$ cat config.mk
export PLATFORM = sky130hd
export DESIGN_NAME = reset_status_and_esr_filter
export DESIGN_NICKNAME = d
export VERILOG_FILES = /design/src/pkg/reset_status_pkg.sv /design/src/hdl/reset_status_and_esr_filter.sv /design/src/hdl/request_pin_filter.sv
export SDC_FILE = /design/constraint.sdc
export NUM_CORES = 1
export LEC_CHECK = 0
export ABC_AREA = 1
export BUFFER_PORTS_ARGS = -buffer_cell sky130_fd_sc_hd__clkbuf_2
export CAP_MARGIN = 20
export CORE_MARGIN = 8
export CORE_UTILIZATION = 51
export CTS_BUF_LIST = sky130_fd_sc_hd__clkbuf_4 sky130_fd_sc_hd__clkbuf_8
export CTS_CLUSTER_DIAMETER = 100
export DETAILED_ROUTE_END_ITERATION = 7
export GPL_TIMING_DRIVEN = 0
export PLACE_DENSITY = 0.78
export SLEW_MARGIN = 5
export SYNTH_ARGS = -nofsm -noshare
export SYNTH_HDL_FRONTEND = slang
export SYNTH_HIERARCHICAL = 1
export SYNTH_SLANG_ARGS = --single-unit
$ cat constraint.sdc
create_clock -name sys_clk_i -period 2 [get_ports sys_clk_i]
set_input_delay 0.4 -clock sys_clk_i [delete_from_list [all_inputs] [get_ports sys_clk_i]]
set_output_delay 0.4 -clock sys_clk_i [all_outputs]
set_load 0.005 [all_outputs]
$ cat src/pkg/reset_status_pkg.sv
// constants for the reset status and request pin filter block
// Overview of operation
// - cold power-on loads cause word 0X01_0000: power-on flag plus causing monitor flag
// - low-voltage-detect reset loads cause word 1001_0000 or 0001_0000: power-on flag, plus standby flag when below the limit
// - standby flag set only when supply fell below the low-voltage-detect limit
// - after low-voltage-detect reset the three supply monitor flags stay cleared
// - per-pin filter, enabled after reset, rejects pulses shorter than 30 ns
// - filtered pulses longer than 100 ns always trigger at 50 MHz or faster
// - self-test done flag survives system and application resets
// - warm or cold power-on clears done flag; configured self-test then updates it
// - self-test corrupts memory redundancy; memory must be initialised before use
// - self-test stalls while the test clock pin is held high
package reset_status_pkg;
  localparam int WORD_W = 32;
  localparam int PIN_N = 2;
  localparam int POR_BIT = 16;
  localparam int STBY_BIT = 28;
  localparam int MON_LSB = 24;
  localparam int MON_N = 3;
  localparam logic [WORD_W-1:0] POR_MASK = 32'h0001_0000;
  localparam logic [WORD_W-1:0] STBY_MASK = 32'h1000_0000;
  localparam logic [WORD_W-1:0] MON_MASK = 32'h0700_0000;
  localparam logic [WORD_W-1:0] CAUSE_RESET = 32'h0000_0000;
  localparam logic [PIN_N-1:0] FILTER_EN_RESET = 2'h3;
  // timing
  localparam int CLK_PERIOD_PS = 8000;
  localparam int GLITCH_NS = 30;
  localparam int REJECT_CYC = (GLITCH_NS * 1000 + CLK_PERIOD_PS - 1) / CLK_PERIOD_PS;
  localparam int ACCEPT_CYC = REJECT_CYC + 1;
  localparam int FILT_CNT_W = 3;
  localparam int RUN_CYC = 16;
  localparam int RUN_CNT_W = 5;
  typedef enum logic {ST_IDLE, ST_RUN} selftest_state_type;
endpackage

$ cat src/hdl/reset_status_and_esr_filter.sv
// reset cause word, request pin filters and self-test done flag
`timescale 1ns/1ps
`default_nettype none
module reset_status_and_esr_filter
(
  // clock, reset, enable
  input wire logic sys_clk_i,
  input wire logic sys_rst_i,
  input wire logic clk_en_i,
  // reset events, one-cycle pulses
  input wire logic cold_por_i,
  input wire logic warm_por_i,
  input wire logic low_voltage_detect_i,
  input wire logic system_reset_i,
  input wire logic app_reset_i,
  // supply monitor causes
  input wire logic supply_below_lvd_i,
  input wire logic supply_watchdog_monitor_flag_i,
  input wire logic regulator_3v3_monitor_flag_i,
  input wire logic core_regulator_monitor_flag_i,
  // request pins, active low
  input wire logic [reset_status_pkg::PIN_N-1:0] external_service_request_pin_n_i,
  input wire logic filter_enable_wr_i,
  input wire logic [reset_status_pkg::PIN_N-1:0] request_pin_filter_enable_i,
  // self-test
  input wire logic selftest_start_cfg_i,
  input wire logic selftest_pass_i,
  input wire logic test_clock_pin_i,
  input wire logic sram_init_done_i,
  // status
  output logic [reset_status_pkg::WORD_W-1:0] reset_cause_word_o,
  output logic [reset_status_pkg::PIN_N-1:0] request_pin_filter_enable_o,
  output logic [reset_status_pkg::PIN_N-1:0] request_trigger_o,
  output logic logic_selftest_done_o,
  output logic selftest_busy_o,
  output logic sram_init_required_o
);
  logic por_event;
  logic [reset_status_pkg::PIN_N-1:0] req_s1_reg;
  logic [reset_status_pkg::PIN_N-1:0] req_s2_reg;
  logic [reset_status_pkg::PIN_N-1:0] level;
  logic [reset_status_pkg::PIN_N-1:0] level_d_reg;
  logic [reset_status_pkg::MON_N-1:0] mon_causes;
  reset_status_pkg::selftest_state_type state_reg;
  logic [reset_status_pkg::RUN_CNT_W-1:0] run_cnt_reg;
  logic run_last;

  // a low-voltage-detect reset is a power-on reset as well
  assign por_event = cold_por_i | warm_por_i | low_voltage_detect_i;
  assign mon_causes = {core_regulator_monitor_flag_i, regulator_3v3_monitor_flag_i,
                       supply_watchdog_monitor_flag_i};
  assign run_last = run_cnt_reg == reset_status_pkg::RUN_CNT_W'(reset_status_pkg::RUN_CYC - 1);

  // cause word; lvd outranks a simultaneous cold power-on
  always_ff @(posedge sys_clk_i)
  begin
    if (sys_rst_i)
    begin
      reset_cause_word_o <= reset_status_pkg::CAUSE_RESET;
    end
    else if (clk_en_i)
    begin
      if (low_voltage_detect_i)
      begin
        reset_cause_word_o <= reset_status_pkg::POR_MASK |
          (supply_below_lvd_i ? reset_status_pkg::STBY_MASK : reset_status_pkg::CAUSE_RESET);
      end
      else if (cold_por_i)
      begin
        reset_cause_word_o <= reset_status_pkg::POR_MASK |
          (reset_status_pkg::WORD_W'(mon_causes) << reset_status_pkg::MON_LSB);
      end
    end
  end

  always_ff @(posedge sys_clk_i)
  begin
    if (sys_rst_i)
    begin
      request_pin_filter_enable_o <= reset_status_pkg::FILTER_EN_RESET;
    end
    else if (clk_en_i && filter_enable_wr_i)
    begin
      request_pin_filter_enable_o <= request_pin_filter_enable_i;
    end
  end

  // pins are synchronous by contract, two stages kept against metastability anyway
  always_ff @(posedge sys_clk_i)
  begin
    if (sys_rst_i)
    begin
      req_s1_reg <= '0;
      req_s2_reg <= '0;
    end
    else if (clk_en_i)
    begin
      req_s1_reg <= ~external_service_request_pin_n_i;
      req_s2_reg <= req_s1_reg;
    end
  end

  genvar gi;
  generate
    for (gi = 0; gi < reset_status_pkg::PIN_N; gi++)
    begin : g_pin
      request_pin_filter u_filter
      (
        .sys_clk_i(sys_clk_i),
        .sys_rst_i(sys_rst_i),
        .clk_en_i(clk_en_i),
        .filter_en_i(request_pin_filter_enable_o[gi]),
        .request_i(req_s2_reg[gi]),
        .level_o(level[gi])
      );

    end
  endgenerate

  // edge detect gives one trigger per accepted request
  always_ff @(posedge sys_clk_i)
  begin
    if (sys_rst_i)
    begin
      level_d_reg <= '0;
      request_trigger_o <= '0;
    end
    else if (clk_en_i)
    begin
      level_d_reg <= level;
      request_trigger_o <= level & ~level_d_reg;
    end
  end

  // self-test sequencer; system and application resets deliberately not inputs here
  always_ff @(posedge sys_clk_i)
  begin
    if (sys_rst_i)
    begin
      state_reg <= reset_status_pkg::ST_IDLE;
      run_cnt_reg <= '0;
      selftest_busy_o <= 1'b0;
      logic_selftest_done_o <= 1'b0;
    end
    else if (clk_en_i)
    begin
      if (por_event)
      begin
        logic_selftest_done_o <= 1'b0;
        run_cnt_reg <= '0;
        state_reg <= selftest_start_cfg_i ? reset_status_pkg::ST_RUN : reset_status_pkg::ST_IDLE;
        selftest_busy_o <= selftest_start_cfg_i;
      end
      else
      begin
        unique case (state_reg)
          reset_status_pkg::ST_IDLE:
          begin
            run_cnt_reg <= '0;
          end
          reset_status_pkg::ST_RUN:
          begin
            if (!test_clock_pin_i)
            begin
              if (run_last)
              begin
                state_reg <= reset_status_pkg::ST_IDLE;
                selftest_busy_o <= 1'b0;
                logic_selftest_done_o <= selftest_pass_i;
              end
              else
              begin
                run_cnt_reg <= run_cnt_reg + 1'b1;
              end
            end
          end
        endcase
      end
    end
  end

  // scan chain disturbs memory redundancy, so memory is flagged untrusted after each run that reaches its last cycle
  always_ff @(posedge sys_clk_i)
  begin
    if (sys_rst_i)
    begin
      sram_init_required_o <= 1'b0;
    end
    else if (clk_en_i)
    begin
      if (state_reg == reset_status_pkg::ST_RUN && !test_clock_pin_i && run_last)
      begin
        sram_init_required_o <= 1'b1;
      end
      else if (sram_init_done_i)
      begin
        sram_init_required_o <= 1'b0;
      end
    end
  end
endmodule
`default_nettype wire

$ cat src/hdl/request_pin_filter.sv
// glitch filter for one synchronised service request input
`timescale 1ns/1ps
`default_nettype none
module request_pin_filter
(
  // clock and reset
  input wire logic sys_clk_i,
  input wire logic sys_rst_i,
  input wire logic clk_en_i,
  // control and data
  input wire logic filter_en_i,
  input wire logic request_i,
  output logic level_o
);
  logic [reset_status_pkg::FILT_CNT_W-1:0] cnt_reg;

  always_ff @(posedge sys_clk_i)
  begin
    if (sys_rst_i)
    begin
      level_o <= 1'b0;
      cnt_reg <= '0;
    end
    else if (clk_en_i)
    begin
      if (!filter_en_i || request_i == level_o)
      begin
        level_o <= request_i;
        cnt_reg <= '0;
      end
      else if (cnt_reg == reset_status_pkg::FILT_CNT_W'(reset_status_pkg::ACCEPT_CYC - 1))
      begin
        // level changes only after ACCEPT_CYC equal samples
        level_o <= request_i;
        cnt_reg <= '0;
      end
      else
      begin
        cnt_reg <= cnt_reg + 1'b1;
      end
    end
  end
endmodule
`default_nettype wire

==> results by group <==
Final layout
  • Synth-to-layout area growth: 22.8%
  • FF/Latch Area: approximately 640 um^2
  • Core Util, Final: 63.7%
  • Non-filler cells, final: about 340
  • Share of layout cells above drive strength 1: ~28%
  • Multi-input gate area: roughly 830 um^2
  • Number of flip-flops in the largest register: 6
  • ANT cells: 0
  • Nets@finish: between 300 and 400
  • Fill count: between 300 and 400

Synth
  • Top-area cell type share of the netlist area: 37.9%
  • Post-synth top area cell: dfxtp_1
  • Synth Flop Type: dfxtp_1
  • Top post-synthesis cells by area: dfxtp_1 (38%), buf_4 (13%), nand2_1 (9.1%), nor2_1 (5.3%), ha_1 (5.2%)
  • Ys async rst share: 0%
  • Commonest cells post-synth: nand2_1 (41), dfxtp_1 (32), buf_4 (29)
  • Synth Register Bits: 32
  • Sequential share of the synthesized area: 37.9%
  • Count leader, synth: nand2_1
  • YS warnings: 6
  • Syn Std Cell Area: 1690 um^2
  • Distinct cells, synth: 25
  • Syn Inst Count: between 200 and 250
  • Avg Cell Area, Syn: between 7 and 8 um^2
  • Number of synthesized flops with an enable pin: 0

Global route
  • GRT Util Overall: 14.2%
  • GRT Residual Overflow: 0
  • First-pass GRT wire length: 6030 um
  • Largest net degree at the start of global routing: 12
  • Vias in the first global route: between 1000 and 1500
  • Antenna violations before repair: 0

Clock tree
  • Clock Sink Count: 32
  • CTS tree: built
  • Clock-pin slew on the worst setup and hold paths: ~100 ps
  • Cts bufs inserted: 5
  • Postcts setup bufs: 0
  • Worst-Skew Late Latency: around 330 ps
  • CTS resizes: 0
  • CTS max path bufs: 2
  • Hold-fix buffers at CTS: 0
  • H-tree lvl count: 2
  • Root Buffer: clkbuf_4

Power and ir drop
  • Peak VDD IR: roughly 0.47 mV
  • Pleak: around 1.0 nW
  • Power density cells: between 600 and 700 nW/um^2

Timing
  • Final setup TNS: 0 ps
  • Final period util: 82.7%
  • Max frequency: 604 MHz
  • RSZ-0062 raised after global routing: false
  • Final Slew Violations: 0
  • Finish-stage setup viols: 0
  • Hold Slack: between 200 and 300 ps
  • Final min period: between 1500 and 2000 ps
  • Final Hold Vio Count: 0
  • Post-Route Skew: between 10 and 15 ps

Placement
  • GPL Wtd Cong: between 0.7 and 0.8
  • Placed insts: 327
  • Port bufs: 30
  • Hpwl dp: approximately 2800 um

Worst setup path
  • Reg-to-Reg End: run_cnt_reg[4]$_SDFFE_PP0P_
  • FF-to-FF setup slack: between 300 and 400 ps
  • Cell Chain, Critical Path: ha_1, nand2_1, nor2_1, ha_1, inv_1, nand2_1, nand4_2, nand2_2, nand2_1, nand2_1, nor2_1
  • Endpoint class of the critical path: flip-flop
  • CP bufs+invs: 1
  • CP startpoint kind: flip-flop
  • CP Data Arrival Time: ~1900 ps
  • Reg2Reg Launch Point: run_cnt_reg[0]$_SDFFE_PP0P_
  • WS Path Type: reg2reg
  • Worst endpoint required time: ~2200 ps
  • R2R depth: 11
  • Largest delay share family, worst path: simple AND/OR/NAND/NOR gates
  • Top cell by count, worst path: nand2_1
  • Slowest stage delay, CP: just under 400 ps
  • Worst-path fanout max: 5
  • Critical path's slowest cell: dfxtp_1

Drt
  • DR vias: 1476
  • DRC viols: 0
  • Initial drt markers: between 70 and 80
  • Wire per inst: about 10 um
  • WL final: between 3000 and 4000 um
  • Vias per Instance: 4.41
  • Drt first pass iters: 4
  • DRT antenna net count: 0

Floorplanning
  • Die Footprint: ~5400 um^2
  • Die Height: 73.6 um
  • Core Area: between 3000 and 4000 um^2
  • Die Width: ~74 um
  • Initial core utilization: 51.9%
  • I/O pin count: 60
  • Rows: 21

Worst hold path
  • WHS Path Cells: 2
  • Hold/Removal Path Class: in2reg
  • Min-delay src: external_service_request_pin_n_i[1]
  • Hold EP: req_s1_reg[1]$_SDFFE_PP0P_

Flow run
  • Max-cap violation count: 0

Status
  • Status: completed
[per-stage QoR]
step | power (W) | worst slack, ps | area [um^2]
floorplan | 0.000860 | 559 | 1790
global placement | 0.000915 | 398 | 2000
detailed placement | 0.000919 | 367 | 2000
CTS | 0.00141 | 343 | 2080
global route | 0.00149 | 151 | 2080
finish | 0.00140 | 346 | 2080
[layer usage]
metal | vias up | track usage, % | wire [um]
met5 | - | 0 | 0
met4 | 0 | 5.32 | 31
met3 | 4 | 6.96 | 281
met2 | 41 | 21.9 | 1580
met1 | 634 | 16.4 | 1570
li1 | 797 | - | -
[worst max-delay path by stage]
stage                                           start                     endpoint  slack [ps]  cells past startpoint
after floorplan           run_cnt_reg[0]$_SDFFE_PP0P_  run_cnt_reg[4]$_SDFFE_PP0P_         560                     11
final                     run_cnt_reg[0]$_SDFFE_PP0P_  run_cnt_reg[4]$_SDFFE_PP0P_         350                     11
after global placement    run_cnt_reg[0]$_SDFFE_PP0P_  run_cnt_reg[4]$_SDFFE_PP0P_         400                     11
after CTS                 run_cnt_reg[0]$_SDFFE_PP0P_  run_cnt_reg[4]$_SDFFE_PP0P_         340                     11
after global routing      run_cnt_reg[0]$_SDFFE_PP0P_  run_cnt_reg[4]$_SDFFE_PP0P_         150                     11
after detailed placement  run_cnt_reg[0]$_SDFFE_PP0P_  run_cnt_reg[4]$_SDFFE_PP0P_         370                     11
[worst register-to-register path: stages (launching register included)]
cell and delay, ps:
dfxtp_1 390, ha_1 190, nand2_1 80, nor2_1 160
ha_1 200, inv_1 40, nand2_1 90, nand4_2 130
nand2_2 140, nand2_1 60, nand2_1 50, nor2_1 40
[kinds of logic (layout without fill, tap and decap cells)]
logic type      Yosys count  after routing  share of synthesized area, %
other cells               1             27                         0.222
xor+xnor                  4              4                          2.07
simple gates             99             99                          27.4
compound gates           26             26                          8.22
fa+ha+maj                 7              7                          5.18
buf+inv                  56             94                          19.0
flops                    32             32                          37.9
[area by class of cell]
cell class,instances,area share (%)
buffer,32,11.2
clock buffer,5,1.81
clock inverter,3,2.05
inverter,24,4.34
multi-input combinational,163,39.8
sequential,32,30.9
tap,46,2.77
timing repair buffer,30,7.23
[power by group]
part	switching, W	total [W]	internal (W)	leakage [nW]
logic	0.000116	0.000217	0.000101	0.743
clock network	0.000228	0.000488	0.000261	0.0412
registers	0.0000225	0.000691	0.000668	0.262
total	0.000366	0.00140	0.00103	1.05
[layout by cell type (no fill, tap or decap), drive strengths merged, types with 9 or more instances in the layout]
cell type	count
nand2	45
clkbuf	36
dfxtp	32
buf	31
conb	27
nor2	27
inv	23
nand3	17
a21oi	17
nand4	9
Note: power is estimated with default switching activity, not from simulation.
